`src/verilog/pcs_consts.svh`:
```
// Offsets, field positions, codes and reset values for the power/stream command block
`ifndef PCS_CONSTS_SVH
`define PCS_CONSTS_SVH
`define PCS_CMD_PWR_QUERY     8'he5
`define PCS_CMD_PWR_QUERY_ALT 8'h98
`define PCS_CMD_STREAM_CFG    8'h51
`define PCS_DEVHEAD_PWR_MASK  8'ha0
`define PCS_DEVHEAD_STR_MASK  8'he0
`define PCS_FEAT_ADD_BIT      7
`define PCS_FEAT_DIR_BIT      6
`define PCS_ERR_ABORT_BIT     2
`define PCS_ST_BUSY_BIT       7
`define PCS_ST_READY_BIT      6
`define PCS_ST_SEEK_BIT       4
`define PCS_ST_ERR_BIT        0
`define PCS_PWR_LOW_ANSWER    8'h00
`define PCS_PWR_UP_ANSWER     8'hff
`define PCS_REG_ERROR         4'h0
`define PCS_REG_STATUS        4'h1
`define PCS_REG_SECCNT        4'h2
`define PCS_REG_CTRL          4'h3
`define PCS_REG_IRQ_STAT      4'h4
`define PCS_REG_IRQ_MASK      4'h5
`define PCS_REG_SLOT_SEL      4'h6
`define PCS_REG_SLOT_INFO     4'h7
`define PCS_REG_SLOT_ALLOC    4'h8
`define PCS_REG_VALID_MAP     4'h9
`define PCS_CTRL_RESET        8'h01
`define PCS_IRQ_DONE_BIT      0
`define PCS_IRQ_ABORT_BIT     1
`endif

```
`src/verilog/pcs_pkg.sv`:
```
// Types shared by the power/stream command block
package pcs_pkg;
  typedef struct packed {
    logic [7:0] command;
    logic [7:0] dev_head;
    logic [7:0] feat_cur;
    logic [7:0] feat_prev;
    logic [7:0] cnt_cur;
    logic [7:0] cnt_prev;
  } pcs_taskfile_s;

  typedef struct packed {
    logic        valid;
    logic        write_dir;
    logic [7:0]  time_limit;
    logic [15:0] alloc_size;
  } pcs_slot_s;

  typedef enum logic [1:0] {
    PCS_IDLE  = 2'b00,
    PCS_EXEC  = 2'b01,
    PCS_DONE  = 2'b11
  } pcs_state_e;
endpackage

```
`src/verilog/pcs_slot_table.sv`:
```
// Eight-entry stream parameter table with one write port and two read ports
module pcs_slot_table
  import pcs_pkg::*;
#(
  parameter int SLOTS = 8
)(
  // Clock and reset
  input  wire logic                     clock,
  input  wire logic                     resetn,
  // Update port
  input  wire logic                     wr_en,
  input  wire logic [$clog2(SLOTS)-1:0] wr_slot,
  input  wire pcs_slot_s                wr_entry,
  // Lookup ports
  input  wire logic [$clog2(SLOTS)-1:0] rd_slot_a,
  output pcs_slot_s                     rd_entry_a,
  input  wire logic [$clog2(SLOTS)-1:0] rd_slot_b,
  output pcs_slot_s                     rd_entry_b,
  output logic [SLOTS-1:0]              valid_map
);
  pcs_slot_s table_q [SLOTS];

  always_ff @(posedge clock)
  begin
    if (!resetn)
    begin
      for (int i = 0; i < SLOTS; i++)
        table_q[i] <= '0;
    end
    else if (wr_en)
      table_q[wr_slot] <= wr_entry;
  end

  assign rd_entry_a = table_q[rd_slot_a];
  assign rd_entry_b = table_q[rd_slot_b];

  always_comb
  begin
    for (int i = 0; i < SLOTS; i++)
      valid_map[i] = table_q[i].valid;
  end
endmodule

```
`src/verilog/pcs_irq_flag.sv`:
```
// One sticky interrupt flag, set by hardware, cleared by writing a one
module pcs_irq_flag (
  // Clock and reset
  input  wire logic clock,
  input  wire logic resetn,
  // Event and software clear
  input  wire logic set_pulse,
  input  wire logic clear_pulse,
  // Flag
  output logic      flag_q
);
  // A set in the clearing cycle wins so no event is lost
  always_ff @(posedge clock)
  begin
    if (!resetn)
      flag_q <= 1'b0;
    else if (set_pulse)
      flag_q <= 1'b1;
    else if (clear_pulse)
      flag_q <= 1'b0;
  end
endmodule

```
`src/verilog/pcs_cmd_engine.sv`:
```
// Power mode query and stream configuration command interpreter
// Operation
// Power query decoded from either of two codes, device/head bits 7 and 5 set.
// Power query tells whether spindle is up and media immediately reachable.
// Standby or sleep at query time returns zero in sector count.
// Any other power state returns all ones in sector count.
// Stream configuration decoded from its code, device/head bits 7, 6, 5 set.
// Each stream configuration command acts on exactly one stream.
// Add of an already valid slot overwrites its parameters unless aborted.
// Aborted stream configuration leaves the named slot unchanged.
// Abort sets error bit 2 only; all other error bits zero.
// Without streaming support every stream configuration command aborts.
// Remove of a never-established slot aborts.
// Feature bit 7 selects add (one) or remove (zero).
// Feature bit 6 selects read stream (zero) or write stream (one).
// Feature bits 2..0 carry the slot number, zero to seven.
// Allocation size is 16 bits: low byte current count, high byte previous.
// Eight-entry table holds valid, direction, time limit, allocation size.
// Completion clears busy, sets ready, error only on abort, then interrupts.
`include "pcs_consts.svh"
module pcs_cmd_engine
  import pcs_pkg::*;
#(
  parameter int    SLOTS         = 8,
  parameter bit    STREAM_SUPPORT = 1'b1
)(
  // Clock and reset
  input  wire logic          clock,
  input  wire logic          resetn,
  // Task file from the host side
  input  wire pcs_taskfile_s taskfile,
  input  wire logic          cmd_write,
  // Drive state
  input  wire logic          spindle_low_power,
  // Register port
  input  wire logic [3:0]    reg_addr,
  input  wire logic [7:0]    reg_wdata,
  input  wire logic          reg_write,
  input  wire logic          reg_read,
  output logic [7:0]         reg_rdata,
  // Answer to the host side
  output logic [7:0]         error_out,
  output logic [7:0]         status_out,
  output logic [7:0]         sector_count_out,
  output logic               cmd_done,
  output logic               irq
);
  localparam int SW = $clog2(SLOTS);

  pcs_state_e    state_q;
  pcs_taskfile_s tf_q;
  logic [7:0]    err_q;
  logic [7:0]    status_q;
  logic [7:0]    seccnt_q;
  logic [7:0]    ctrl_q;
  logic [1:0]    irq_mask_q;
  logic [SW-1:0] sel_q;
  logic [7:0]    rdata_q;
  logic          done_q;

  logic          is_pwr;
  logic          is_str;
  logic          do_abort;
  logic          tbl_wr;
  pcs_slot_s     new_entry;
  pcs_slot_s     cur_entry;
  pcs_slot_s     sel_entry;
  logic [SLOTS-1:0] valid_map;
  logic [SW-1:0] cmd_slot;
  logic [1:0]    irq_flags;
  logic [1:0]    irq_clr;
  logic          finish;

  // Decode from the latched task file
  assign is_pwr = ((tf_q.command == `PCS_CMD_PWR_QUERY) ||
                   (tf_q.command == `PCS_CMD_PWR_QUERY_ALT)) &&
                  ((tf_q.dev_head & `PCS_DEVHEAD_PWR_MASK) == `PCS_DEVHEAD_PWR_MASK);
  assign is_str = (tf_q.command == `PCS_CMD_STREAM_CFG) &&
                  ((tf_q.dev_head & `PCS_DEVHEAD_STR_MASK) == `PCS_DEVHEAD_STR_MASK);

  assign cmd_slot = tf_q.feat_cur[SW-1:0];

  // Software may turn streaming off through the control register
  always_comb
  begin
    do_abort = 1'b0;
    if (!is_str)
      do_abort = !is_pwr;
    else if (!STREAM_SUPPORT || !ctrl_q[0])
      do_abort = 1'b1;
    else if (!tf_q.feat_cur[`PCS_FEAT_ADD_BIT] && !cur_entry.valid)
      do_abort = 1'b1;
  end

  always_comb
  begin
    new_entry            = '0;
    new_entry.valid      = tf_q.feat_cur[`PCS_FEAT_ADD_BIT];
    new_entry.write_dir  = tf_q.feat_cur[`PCS_FEAT_DIR_BIT];
    new_entry.time_limit = tf_q.feat_prev;
    new_entry.alloc_size = {tf_q.cnt_prev, tf_q.cnt_cur};
  end

  // Only one slot is written per command, and never on abort
  assign finish = (state_q == PCS_EXEC);
  assign tbl_wr = finish && is_str && !do_abort;

  pcs_slot_table #(
    .SLOTS (SLOTS)
  ) u_table (
    .clock      (clock),
    .resetn     (resetn),
    .wr_en      (tbl_wr),
    .wr_slot    (cmd_slot),
    .wr_entry   (new_entry),
    .rd_slot_a  (cmd_slot),
    .rd_entry_a (cur_entry),
    .rd_slot_b  (sel_q),
    .rd_entry_b (sel_entry),
    .valid_map  (valid_map)
  );

  // Command sequencing: latch, execute one cycle, then done
  always_ff @(posedge clock)
  begin
    if (!resetn)
      state_q <= PCS_IDLE;
    else
    begin
      case (state_q)
        PCS_IDLE: if (cmd_write) state_q <= PCS_EXEC;
        PCS_EXEC: state_q <= PCS_DONE;
        PCS_DONE: state_q <= PCS_IDLE;
        default:  state_q <= PCS_IDLE;
      endcase
    end
  end

  // Commands arriving while busy are ignored
  always_ff @(posedge clock)
  begin
    if (!resetn)
      tf_q <= '0;
    else if (cmd_write && state_q == PCS_IDLE)
      tf_q <= taskfile;
  end

  always_ff @(posedge clock)
  begin
    if (!resetn)
      seccnt_q <= '0;
    else if (finish && is_pwr)
      seccnt_q <= spindle_low_power ? `PCS_PWR_LOW_ANSWER
                                    : `PCS_PWR_UP_ANSWER;
  end

  always_ff @(posedge clock)
  begin
    if (!resetn)
      err_q <= '0;
    else if (finish)
    begin
      err_q                     <= '0;
      err_q[`PCS_ERR_ABORT_BIT] <= do_abort;
    end
  end

  always_ff @(posedge clock)
  begin
    if (!resetn)
    begin
      status_q                   <= '0;
      status_q[`PCS_ST_READY_BIT] <= 1'b1;
    end
    else if (cmd_write && state_q == PCS_IDLE)
    begin
      status_q                   <= '0;
      status_q[`PCS_ST_BUSY_BIT] <= 1'b1;
    end
    else if (finish)
    begin
      status_q                    <= '0;
      status_q[`PCS_ST_READY_BIT] <= 1'b1;
      status_q[`PCS_ST_SEEK_BIT]  <= is_str;
      status_q[`PCS_ST_ERR_BIT]   <= do_abort;
    end
  end

  always_ff @(posedge clock)
  begin
    if (!resetn)
      done_q <= 1'b0;
    else
      done_q <= finish;
  end

  // Software control registers
  always_ff @(posedge clock)
  begin
    if (!resetn)
      ctrl_q <= `PCS_CTRL_RESET;
    else if (reg_write && reg_addr == `PCS_REG_CTRL)
      ctrl_q <= reg_wdata;
  end

  always_ff @(posedge clock)
  begin
    if (!resetn)
      irq_mask_q <= '0;
    else if (reg_write && reg_addr == `PCS_REG_IRQ_MASK)
      irq_mask_q <= reg_wdata[1:0];
  end

  always_ff @(posedge clock)
  begin
    if (!resetn)
      sel_q <= '0;
    else if (reg_write && reg_addr == `PCS_REG_SLOT_SEL)
      sel_q <= reg_wdata[SW-1:0];
  end

  assign irq_clr = (reg_write && reg_addr == `PCS_REG_IRQ_STAT) ? reg_wdata[1:0] : 2'b00;

  pcs_irq_flag u_irq_done (
    .clock       (clock),
    .resetn      (resetn),
    .set_pulse   (finish),
    .clear_pulse (irq_clr[`PCS_IRQ_DONE_BIT]),
    .flag_q      (irq_flags[`PCS_IRQ_DONE_BIT])
  );

  pcs_irq_flag u_irq_abort (
    .clock       (clock),
    .resetn      (resetn),
    .set_pulse   (finish && do_abort),
    .clear_pulse (irq_clr[`PCS_IRQ_ABORT_BIT]),
    .flag_q      (irq_flags[`PCS_IRQ_ABORT_BIT])
  );

  // Read data valid only in the cycle after the strobe
  always_ff @(posedge clock)
  begin
    if (!resetn)
      rdata_q <= '0;
    else if (reg_read)
    begin
      case (reg_addr)
        `PCS_REG_ERROR:      rdata_q <= err_q;
        `PCS_REG_STATUS:     rdata_q <= status_q;
        `PCS_REG_SECCNT:     rdata_q <= seccnt_q;
        `PCS_REG_CTRL:       rdata_q <= ctrl_q;
        `PCS_REG_IRQ_STAT:   rdata_q <= {6'h00, irq_flags};
        `PCS_REG_IRQ_MASK:   rdata_q <= {6'h00, irq_mask_q};
        `PCS_REG_SLOT_SEL:   rdata_q <= 8'(sel_q);
        `PCS_REG_SLOT_INFO:  rdata_q <= {sel_entry.valid, sel_entry.write_dir, 6'h00};
        `PCS_REG_SLOT_ALLOC: rdata_q <= sel_entry.alloc_size[7:0];
        `PCS_REG_VALID_MAP:  rdata_q <= 8'(valid_map);
        default:             rdata_q <= 8'h00;
      endcase
    end
    else
      rdata_q <= 8'h00;
  end

  assign reg_rdata        = rdata_q;
  assign error_out        = err_q;
  assign status_out       = status_q;
  assign sector_count_out = seccnt_q;
  assign cmd_done         = done_q;
  assign irq              = |(irq_flags & irq_mask_q);
endmodule

```
`config.mk`:
```
export PLATFORM = sky130hd
export DESIGN_NAME = pcs_cmd_engine
export DESIGN_NICKNAME = d
export VERILOG_FILES = /design/src/verilog/pcs_pkg.sv /design/src/verilog/pcs_slot_table.sv /design/src/verilog/pcs_irq_flag.sv /design/src/verilog/pcs_cmd_engine.sv
export VERILOG_INCLUDE_DIRS = /design/src /design/src/verilog
export SDC_FILE = /design/constraint.sdc
export NUM_CORES = 1
export LEC_CHECK = 0
export BUFFER_PORTS_ARGS = -buffer_cell sky130_fd_sc_hd__buf_2
export CAP_MARGIN = 10
export CORE_AREA = 2 2 113 115
export CTS_CLUSTER_DIAMETER = 120
export CTS_CLUSTER_SIZE = 40
export DETAILED_ROUTE_END_ITERATION = 6
export DIE_AREA = 0 0 115 117
export HOLD_SLACK_MARGIN = 0.06
export PLACE_DENSITY = 0.75
export SLEW_MARGIN = 20
export SYNTH_ARGS = -nofsm -noshare
export SYNTH_HDL_FRONTEND = slang
export SYNTH_SLANG_ARGS = --single-unit
```
`constraint.sdc`:
```
create_clock -name clock -period 2.82 [get_ports clock]
set_input_delay 0 -clock clock [delete_from_list [all_inputs] [get_ports clock]]
set_output_delay 0 -clock clock [all_outputs]
set_load 0.03 [all_outputs]
```
After elaboration in Yosys (flattened, before gate mapping)
Memories as Yosys holds them, arrays and structs flattened. A register that Yosys moved wholly into a read port is not among the register bits.
Cells that the tools add are included.
- register bits after elaboration: 87
- bits in writable memories: 208
- bits of input ports: 66
- output and inout port bits: 34
- logic and storage cells: 88
- memories: 1
- memories (name ; depth ; width ; rd ports ; clocked after memory_dff ; write ports ; line ; RTL):
    u_table.table_q ; 8 ; 26 ; 10 ; 2 ; 8 ; pcs_slot_table.sv:21 ; pcs_slot_s table_q [SLOTS];
- eq/ne operators: 16
- muxes and demuxes: 25
- bitwise gates (word level): 2
- reductions and logical operators: 26
- operators with widths (cell ; count):
    $pmux 8 s10 ; 1
    $mux 26 ; 1
    $reduce_or 26->1 ; 1
    $mux 8 ; 3
    $eq 4x3->1 const B ; 4
    $eq 8x8->1 const B ; 2
    $mux 3 ; 5
    $logic_and 1x1->1 ; 12
    $mux 1 ; 12
    $eq 4x2->1 const B ; 2
    $eq 4x4->1 const B ; 2
    $eq 8x7->1 const B ; 1
    $reduce_bool 2->1 ; 3
    $eq 4x1->1 const B ; 1
    $logic_not 1->1 ; 4
    $logic_not 4->1 ; 1
    $mux 2 ; 2
    $pmux 2 s2 ; 1
    $reduce_or 2->1 ; 2
    $eq 3x3->1 const B ; 1
    $and 2x2->2 ; 1
    $eq 2x1->1 const B ; 1
    $eq 2x2->1 const B ; 1
    $logic_not 2->1 ; 1
    4 further kinds ; 4

Longest topological paths before layout
Gate-level depths: netlist of run 1.
- depth after elaboration: 12
- mapped depth: 6
- gate-level depth less buffers: 4

Hierarchy
Synthesis of run 1 repeated with hierarchy kept, for this count alone.
- cells, all modules: 1072
- area, all modules: 14478.9 sq um
- by module, submodules not included (module ; times used ; cells each ; area each (sq um) ; seq. area each (sq um)):
    pcs_slot_table ; 1 ; 697 ; 11178.2 ; 6246.0
    pcs_cmd_engine ; 1 ; 369 ; 3218.1 ; 1401.3
    pcs_irq_flag ; 2 ; 3 ; 41.3 ; 20.0

Worst setup path after synthesis of run 1
No wires, ideal clock.
- path type: register -> register
- start: reg tf_q[45] (netlist bit)
- end: mem u_table.table_q[2][0] (netlist bit), enable pin
- setup time: 0.391 ns
- data arrival time: 2.292 ns
- required time: 2.429 ns
- path slack: 0.137 ns
- stages on the path, launching flop included: 6
- path buffers: 1
- clock period less this slack: 2.683 ns
- cells stage by stage: dfxtp_1 or4b_4 nor4_4 o2111ai_1 buf_2 o21ai_0
- RTL lines (element ; line ; RTL):
    start, declared ; pcs_cmd_engine.sv:51 ; pcs_taskfile_s tf_q;
    start signal, assigned ; pcs_cmd_engine.sv:145 ; tf_q <= taskfile;
    end, declared ; pcs_slot_table.sv:21 ;

==> results.json, run 1 <==
{
  "dp.cells": 702,
  "layout_commonest_cell": "nor2_1",
  "seq_area_frac_synth_pct": 59.3,
  "fp.dieW_um": 115,
  "cpMaxStageDelayCell": "or4b_4",
  "p_comb_share_pct": 6.9,
  "gp_congestion": 0.844,
  "track_usage_pct": 22.8,
  "fp-row-count": 41,
  "slew-limit-headroom_pct": 40.0,
  "synthCells": 504,
  "synth_area_per_cell_um2": 12.2,
  "clkLatencyLatePin_ps": 430,
  "synth_area_um2": 6140,
  "fin_cells": 772,
  "clkSlewWorstSetupHoldPaths_ps": 60,
  "synth_edf_count": 80,
  "drc": 0,
  "yosysTopAreaCellShare_pct": 39.1,
  "dpl.hpwl_um": 9790,
  "slowest_delay_ps": 580,
  "synth_fa_ha_area_share_pct": 0,
  "intPower_uw": 4060,
  "rsz0062_at_grt": "false",
  "first_iter_violations": 337,
  "p_switching_uw": 1090,
  "hold_path_class": "in -> reg",
  "routed-via-count": 4475,
  "synth_top_family_by_area": "multiplexers",
  "pin_count": 100,
  "clk_path_buf_depth": 2,
  "path_class": "reg -> reg",
  "hold_viol_final": 0,
  "port_buffers": 64,
  "worst_pin_slew_ps": 901,
  "synth_flop_cell": "edfxtp_1",
  "peakVddDrop_mv": 0.438,
  "end_kind": "register",
  "coreArea_um2": 12300,
  "maxCapViolations": 0,
  "crit_path_cell_trace": "or4b_4 > nor4_4 > o2111ai_1 > o21ai_0 > buf_4",
  "clock-skew-final_ps": 12.2,
  "wirelength_um": 14500,
  "timing.final.crit_period_ps": 2470,
  "path_delay_family": "simple AND/OR/NAND/NOR gates",
  "power_density_nw_per_um2": 674,
  "post_drt_via_cell_ratio": 5.80,
  "async_flop_share_pct": 0,
  "first_global_vias": 4335,
  "synth_compound_area_share_pct": 9.52,
  "n_antenna_cell": 0,
  "cp_data_required_time_ps": 2950,
  "wl_per_cell_um": 18.8,
  "setup_tns_ps": 0,
  "pwr-share-seq_pct": 45.0,
  "fmax_mhz": 404,
  "cts_max_level": 4,
  "clockPowerShare_pct": 48.1,
  "die_h_um": 117,
  "path_buf_inv": 1,
  "setup-violations-final": 0,
  "final_cell_mix": "nor2_1 (96), edfxtp_1 (80), buf_2 (64)",
  "synth-simple-area-share_pct": 13.1,
  "startpoint_type": "register",
  "yosysTopAreaCell": "edfxtp_1",
  "yosys_warnings": 0,
  "cts.sinks": 142,
  "tritoncts": "done",
  "synth.ff_latch_count": 142,
  "holdWs_ps": 137,
  "crit_fanout": 6,
  "fin_crit_sh_pct": 87.7,
  "grt_pass1_wl_um": 22600,
  "synthMuxAreaShare_pct": 13.1,
  "die-area_um2": 13500,
  "grt_max_degree": 27,
  "critPathArrivalTime_ps": 2610,
  "synthTopCellsByArea": "edfxtp_1 (39%), dfxtp_1 (20%), mux4_2 (7.7%), nor2_1 (5.9%), a22o_1 (3.9%)",
  "initial_utilization_pct": 49.9,
  "layout.nets": 675,
  "antenna_found_initial": 0,
  "synth_cell_type_count": 51,
  "p_sw_share_pct": 21.1,
  "grt_remaining_overflow": 0,
  "status": "finished, final reports clean",
  "root_buffer": "clkbuf_16",
  "cts_buffers": 17,
  "drv_slew": 0,
  "ant_nets": 0,
  "area.growth.synth_to_final_pct": 24.5,
  "first_pass_iters": 5,
  "leakage_uw": 0.00292,
  "drive_above_1_share_pct": 24.6,
  "synth_xor_area_share_pct": 0
}
## through the flow
stage / utilization, % / setup slack (ps) / cell area [um^2] / power, uW
3_3_place_gp: 53.7 / 591 / 6610 / 2650
2_1_floorplan: - / 137 / 6180 / 2550
4_1_cts: 62.1 / 395 / 7640 / 5150
3_5_place_dp: 53.7 / 412 / 6610 / 2670
6_report: 62.1 / 346 / 7640 / 5150
5_1_grt: 62.1 / 332 / 7640 / 5280
## power by group through the flow
stage	combinational (uW)	sequential, uW	clock (uW)
after CTS	352	2310	2490
after global routing	381	2320	2580
after global placement	303	2350	0
after floorplan	205	2350	0
final	355	2320	2480
after detailed placement	311	2360	0
## cell usage after synthesis, drive strengths merged (2+ instances only)
| library cell | n |
|---|---|
| a21oi | 8 |
| a221oi | 2 |
| a22o | 28 |
| a22oi | 2 |
| a31oi | 2 |
| and3 | 3 |
| and3b | 2 |
| buf | 32 |
| clkbuf | 20 |
| dfxtp | 62 |
| edfxtp | 80 |
| inv | 5 |
| mux2 | 10 |
| mux2i | 22 |
| mux4 | 21 |
| nand2 | 26 |
| nand2b | 3 |
| nand3 | 10 |
| nand3b | 4 |
| nand4 | 3 |
| nand4b | 3 |
| nor2 | 96 |
| nor2b | 8 |
| nor3 | 5 |
| o2111ai | 4 |
| o21ai | 15 |
| o22ai | 5 |
| o2bb2ai | 4 |
## registers in the layout (all words and copies together), names as in the netlist, 2 cells and up, named ones only
signal,count
u_table.table_q,80
tf_q,11
new_entry,10
ctrl_q,8
reg_rdata,8
status_out,4
cmd_slot,3
sel_q,3
irq_mask_q,2
state_q,2
## path summary, 6_finish.rpt
check,start,end,slack (ps),cells after the start
min,reg_addr[0],reg_rdata[1]$_SDFF_PN0_,140,4
max reg2reg,tf_q[45]$_SDFFE_PN0P_,u_table.table_q[4][24]$_SDFFCE_PN0P_,350,5
max,tf_q[45]$_SDFFE_PN0P_,u_table.table_q[4][24]$_SDFFCE_PN0P_,350,5
min reg2reg,status_out[7]$_SDFFE_PN0P_,status_out[7]$_SDFFE_PN0P_,480,2
## routing by layer
metal	up-vias	global-route usage, %	share of wire (%)
li1	2048	-	-
met1	2162	29.8	41
met2	238	37.1	49
met3	27	5.15	8.1
met4	0	9.64	2.4
met5	-	0	0
## tightest hold or removal path, stage by stage
cell and delay (ps):
buf_2 230, o2bb2ai_1 90, nand2_1 80, a31oi_1 90
## layout make-up
cell class / count / area (um^2)
flip-flops and latches: 142 / 3640
repair buffers: 128 / 896
fillers: 907 / 4670
clock buffers: 19 / 433
inverters: 6 / 22.5
clock inverters: 13 / 219
well taps: 150 / 188
multi-input cells: 314 / 2240
## cells by family (layout without fill, tap and decap cells)
family                 Yosys count  in the layout
and+or+nand+nor                171            171
DFF                            142            142
AOI/OAI and AO/OA               79             79
buffers and inverters           58            166
muxes                           53             53
other                            1             11
## repair_timing
item                      4_1_cts  5_1_grt
hold endpoints to repair       54        0
setup buffers                   0        0
resized for setup               0        0
hold buffers                   38        0
Note: power is estimated with default switching activity, not from simulation.
==> run 2, diff against run 1 <==
Settings changed: CORE_AREA 2 2 113 115 to 2 2 111 113, CTS_BUF_LIST set to sky130_fd_sc_hd__clkbuf_8, DIE_AREA 0 0 115 117 to 0 0 113 115, PLACE_DENSITY 0.75 to 0.78.
==> run 2 against run 1 <==
  * Sequential power is essentially flat
  * Final cell count shrank 1.0%
  * Largest power group is now registers
  * Sequential cell count is the same
  * The run now ends with design-rule violations left
==> results.json, run 2 (same netlist as run 1, synthesis figures left out) <==
{
  "path_buf_inv": 1,
  "drive_above_1_share_pct": 24.0,
  "rsz0062_at_grt": "false",
  "slew-limit-headroom_pct": 39.6,
  "initial_utilization_pct": 52.0,
  "fp.dieW_um": 113,
  "hold_path_class": "in -> reg",
  "n_antenna_cell": 0,
  "cts.sinks": 142,
  "wl_per_cell_um": 17.8,
  "tritoncts": "done",
  "grt_remaining_overflow": 0,
  "cts_max_level": 4,
  "hp-start": "reg_addr[2]",
  "dpl.hpwl_um": 9220,
  "fmax_mhz": 402,
  "clock-skew-final_ps": 9.68,
  "routed-via-count": 4361,
  "largest_register": "u_table.table_q",
  "crit_path_cell_trace": "or4b_4 > o32a_1 > or4_1 > a21oi_1 > dlygate4sd3_1",
  "fp-row-count": 40,
  "first_pass_iters": 7,
  "layout_commonest_cell": "nor2_1",
  "antenna_found_initial": 0,
  "cts_hold_buf": 42,
  "final_cell_mix": "nor2_1 (96), edfxtp_1 (80), buf_2 (64)",
  "clkLatencyLatePin_ps": 450,
  "gr-usage-met2_pct": 34.4,
  "die-area_um2": 13000,
  "grt_busiest_layer": "met2",
  "total_power_uw": 4480,
  "violations": "design-rule violations",
  "worst_r2r_path_depth": 5,
  "setup-violations-final": 0,
  "power_density_nw_per_um2": 604,
  "fin_crit_sh_pct": 88.2,
  "critPathArrivalTime_ps": 2880,
  "first_iter_violations": 377,
  "dp.cells": 690,
  "cts_buffers": 17,
  "slowest_delay_ps": 570,
  "leakage_uw": 0.00281,
  "met1_usage_pct": 30.0,
  "pin_count": 100,
  "hold-path-cell-count": 4,
  "clk_path_buf_depth": 2,
  "track_usage_pct": 21.8,
  "timing.final.crit_period_ps": 2490,
  "crit_fanout": 3,
  "fin_cells": 764,
  "layout.nets": 670,
  "grt_pass1_wl_um": 21400,
  "path_class": "reg -> reg",
  "drc": 5,
  "area.growth.synth_to_final_pct": 20.9,
  "status": "complete, but fails checks",
  "ctsResizeCount": 0,
  "r2r_slack_ps": 330,
  "holdPathEnd": "reg_rdata[1]$_SDFF_PN0_",
  "cts_setup_buffers": 0,
  "coreArea_um2": 11800,
  "hold_viol_final": 0,
  "ant_nets": 0,
  "post_drt_via_cell_ratio": 5.71,
  "largest_reg_flops": 80,
  "die_h_um": 115,
  "clkSlewWorstSetupHoldPaths_ps": 80,
  "wirelength_um": 13600,
  "r2r_end": "sector_count_out[6]$_SDFFE_PN0P_",
  "gp_congestion": 0.887,
  "drv_slew": 0,
  "startpoint_type": "register",
  "path_delay_family": "simple AND/OR/NAND/NOR gates",
  "cp_data_required_time_ps": 3210,
  "first_global_vias": 4232,
  "setup_tns_ps": 0,
  "end_kind": "register",
  "port_buffers": 64,
  "maxCapViolations": 0,
  "r2r-start": "tf_q[45]$_SDFFE_PN0P_",
  "cpMaxStageDelayCell": "or4b_4",
  "grt_max_degree": 27,
  "peakVddDrop_mv": 0.299,
  "grtUsageMet3_pct": 4.96,
  "worst_pin_slew_ps": 906,
  "fillers": 903,
  "root_buffer": "clkbuf_8"
}
run 2: worst register-to-register path, delay by kind of cell (launching register included):
family | cells | cell delay, ps
buffers and inverters | 1 | 570
and+or+nand+nor | 2 | 1040
DFF | 1 | 320
AOI/OAI and AO/OA | 2 | 500
run 2: layer usage:
metal	wire length [um]	share of wire (%)
met5	0	0
met4	262	1.9
met3	803	5.9
met2	6480	48
met1	6090	45
run 2: worst max-delay path by stage:
stage                               start                             endpoint  slack (ps)  depth (start not counted)
floorplan           tf_q[45]$_SDFFE_PN0P_  u_table.table_q[2][0]$_SDFFCE_PN0P_         140                          5
global placement    tf_q[45]$_SDFFE_PN0P_  u_table.table_q[7][4]$_SDFFCE_PN0P_         560                          5
detailed placement  tf_q[45]$_SDFFE_PN0P_  u_table.table_q[5][4]$_SDFFCE_PN0P_         460                          5
CTS                 tf_q[45]$_SDFFE_PN0P_     sector_count_out[6]$_SDFFE_PN0P_         360                          5
global route        tf_q[45]$_SDFFE_PN0P_     sector_count_out[6]$_SDFFE_PN0P_         260                          5
finish              tf_q[45]$_SDFFE_PN0P_     sector_count_out[6]$_SDFFE_PN0P_         330                          5
run 2: power by group:
part | internal [uW] | total [uW] | switching, uW
Combinational | 152 | 351 | 199
Sequential | 2260 | 2310 | 49.4
Clock | 1050 | 1820 | 774
Total | 3460 | 4480 | 1020
run 2: area by class of cell:
type                       count  area, um^2  share of cell area, %
timing repair buffer         123         881                   11.9
tap                          147         184                   2.48
multi-input combinational    314        2240                   30.2
sequential                   142        3640                   49.1
clock inverter                15         220                   2.97
inverter                       6        22.5                  0.303
clock buffer                  17         234                   3.15
run 2: per-stage QoR:
step	worst slack [ps]	hold slack, ps	instance area (um^2)	util [%]
CTS	359	96.8	7420	62.9
detailed placement	463	214	6550	55.5
global placement	560	210	6550	55.5
global route	261	135	7420	62.9
floorplan	137	125	6180	-
finish	332	135	7420	62.9
==> run 3, diff against run 2 <==
Settings changed: ABC_AREA set to 1, CORE_AREA 2 2 111 113 to 2 2 116 118, DIE_AREA 0 0 113 115 to 0 0 118 120.
==> run 3 against run 2 <==
  * The flow now finishes without violations
  * Register-to-register slack better by 300 ps
  * Die area grew 9.0%
  * Maximum frequency up 8.7%
  * Via count increased by 26%
  * Non-clock buffer count up 9
  * Critical path type is now in -> reg
  * Highest routed layer unchanged
==> results.json, run 3 <==
{
  "root_buffer": "clkbuf_8",
  "grt_pass1_wl_um": 26600,
  "dpl.hpwl_um": 10700,
  "cpMaxStageDelayCell": "dlygate4sd3_1",
  "coreArea_um2": 13000,
  "clock-skew-final_ps": 13.4,
  "preCtsSetupSlack_ps": 674,
  "grt_remaining_overflow": 0,
  "leakage_uw": 0.00295,
  "path_buf_inv": 5,
  "ctsResizeCount": 0,
  "setup_tns_ps": 0,
  "gp_congestion": 0.883,
  "synth.ff_latch_count": 142,
  "crit_fanout": 7,
  "synth_edf_count": 80,
  "first_iter_violations": 416,
  "cts_max_level": 4,
  "power_density_nw_per_um2": 558,
  "hold_path_class": "in -> reg",
  "clkLatencyLatePin_ps": 450,
  "grtUsageMet3_pct": 4.37,
  "path_class": "in -> reg",
  "finalWorstSetupSlack_ps": 531,
  "initial_utilization_pct": 52.6,
  "postPlaceCellArea_um2": 7190,
  "holdWs_ps": 92.0,
  "cts.sinks": 142,
  "die-area_um2": 14200,
  "fmax_mhz": 437,
  "tritoncts": "done",
  "drv_slew": 0,
  "cp_data_required_time_ps": 3200,
  "wl_per_cell_um": 16.5,
  "clk_path_buf_depth": 2,
  "synth_area_per_cell_um2": 9.68,
  "final_cell_mix": "o21ai_0 (92), nor2_1 (82), nor3_2 (80), edfxtp_1 (80), buf_2 (64)",
  "clkSlewWorstSetupHoldPaths_ps": 80,
  "synth_most_common_cell": "o21ai_0",
  "async_flop_share_pct": 0,
  "area.growth.synth_to_final_pct": 18.4,
  "port_buffers": 64,
  "cts_buffers": 17,
  "fin_crit_sh_pct": 81.2,
  "synthTopCellsByArea": "edfxtp_1 (35%), dfxtp_1 (18%), nor3_2 (12%), o21ai_0 (6.7%), nand3_1 (4.5%)",
  "yosysTopAreaCell": "edfxtp_1",
  "hold_viol_final": 0,
  "pin_count": 100,
  "synth_area_um2": 6830,
  "fp.dieW_um": 118,
  "layout_commonest_cell": "o21ai_0",
  "cts_setup_buffers": 0,
  "yosysTopAreaCellShare_pct": 35.2,
  "routed-via-count": 5501,
  "grt_busiest_layer": "met2",
  "synthCells": 705,
  "maxCapViolations": 0,
  "track_usage_pct": 23.7,
  "peakVddDrop_mv": 0.623,
  "rsz0062_at_grt": "false",
  "drc": 0,
  "layout.nets": 872,
  "total_power_uw": 4510,
  "ant_nets": 0,
  "fp-row-count": 42,
  "yosys_warnings": 0,
  "wirelength_um": 16400,
  "largest_register": "u_table.table_q",
  "grt_max_degree": 43,
  "gr-usage-met2_pct": 41.2,
  "status": "finished, final reports clean",
  "first_global_vias": 5418,
  "startpoint_type": "primary input",
  "synth_commonest_cells": "o21ai_0 (92), nor2_1 (82), edfxtp_1 (80), nor3_2 (80)",
  "setup-violations-final": 0,
  "slew-limit-headroom_pct": 42.4,
  "worst_pin_slew_ps": 862,
  "largest_reg_flops": 80,
  "antenna_found_initial": 0,
  "first_pass_iters": 6,
  "drive_above_1_share_pct": 25.9,
  "seq_area_frac_synth_pct": 53.4,
  "cpMostUsedCell": "dlygate4sd3_1",
  "post_drt_via_cell_ratio": 5.53,
  "critPathArrivalTime_ps": 2670,
  "die_h_um": 120,
  "end_kind": "register",
  "path_delay_family": "buffers and inverters",
  "synth_flop_cell": "edfxtp_1",
  "crit_path_cell_trace": "dlygate4sd3_1 > buf_2 > inv_1 > nand2_1 > nor3_2 > nand3_1 > dlygate4sd3_1 > a21oi_1 > dlygate4sd3_1",
  "slowest_delay_ps": 580,
  "met1_usage_pct": 29.5,
  "n_antenna_cell": 0,
  "timing.final.crit_period_ps": 2290,
  "finalInstanceArea_um2": 8080,
  "synth_cell_type_count": 28
}
==> run 3: worst min-delay path: cells and delay by family <==
| kind | cells | cell delay, ps |
|---|---|---|
| compound gates | 1 | 60 |
| buf+inv | 2 | 200 |
| simple gates | 3 | 240 |
==> run 3: repair_timing <==
item / CTS / global route
hold endpoints to repair: 58 / 0
hold buffers: 46 / 0
endpoints found under the setup margin: 0 / 0
==> run 3: report_power, final <==
| group | total (uW) | switching [uW] | internal (uW) |
|---|---|---|---|
| sequential | 2310 | 41.8 | 2260 |
| combinational | 458 | 316 | 142 |
| clock | 1740 | 780 | 962 |
==> run 3: path summary, 6_finish.rpt <==
check	from	endpoint	slack [ps]	cells after the start
min	reg_addr[1]	irq_mask_q[0]$_SDFFE_PN0P_	90	6
min reg2reg	ctrl_q[4]$_SDFFE_PN0P_	ctrl_q[4]$_SDFFE_PN0P_	470	2
max	reg_addr[3]	sel_q[2]$_SDFFE_PN0P_	530	9
max reg2reg	state_q[0]$_SDFFE_PN0P_	u_table.table_q[4][1]$_SDFFCE_PN0P_	630	7
==> run 3: layer usage <==
| layer | share of wire, % | wire, um |
|---|---|---|
| met1 | 41 | 6770 |
| met2 | 51 | 8310 |
| met4 | 1.7 | 279 |
| met5 | 0 | 0 |
| met3 | 6.2 | 1010 |
==> run 3: logic make-up after synthesis <==
| kind of cell | Yosys count | synth area share [%] |
|---|---|---|
| AND/OR/NAND/NOR | 301 | 26.7 |
| buffers and inverters | 121 | 8.85 |
| flip-flops | 142 | 53.4 |
| AO/OA/AOI/OAI | 140 | 11.0 |
| other | 1 | 0.0549 |
==> run 3: stage by stage <==
stage,util [%],instances
after floorplan,-,715
after global placement,55.4,917
after detailed placement,55.4,917
after CTS,62.3,995
after global routing,62.3,995
final,62.3,995
==> run 3: area by class of cell <==
class,instances,area (um^2)
fill,1000,4900
clock buffer,17,234
inverter,61,229
clock inverter,15,194
tap,176,220
multi-input combinational,452,2620
sequential,142,3640
timing repair buffer,132,946
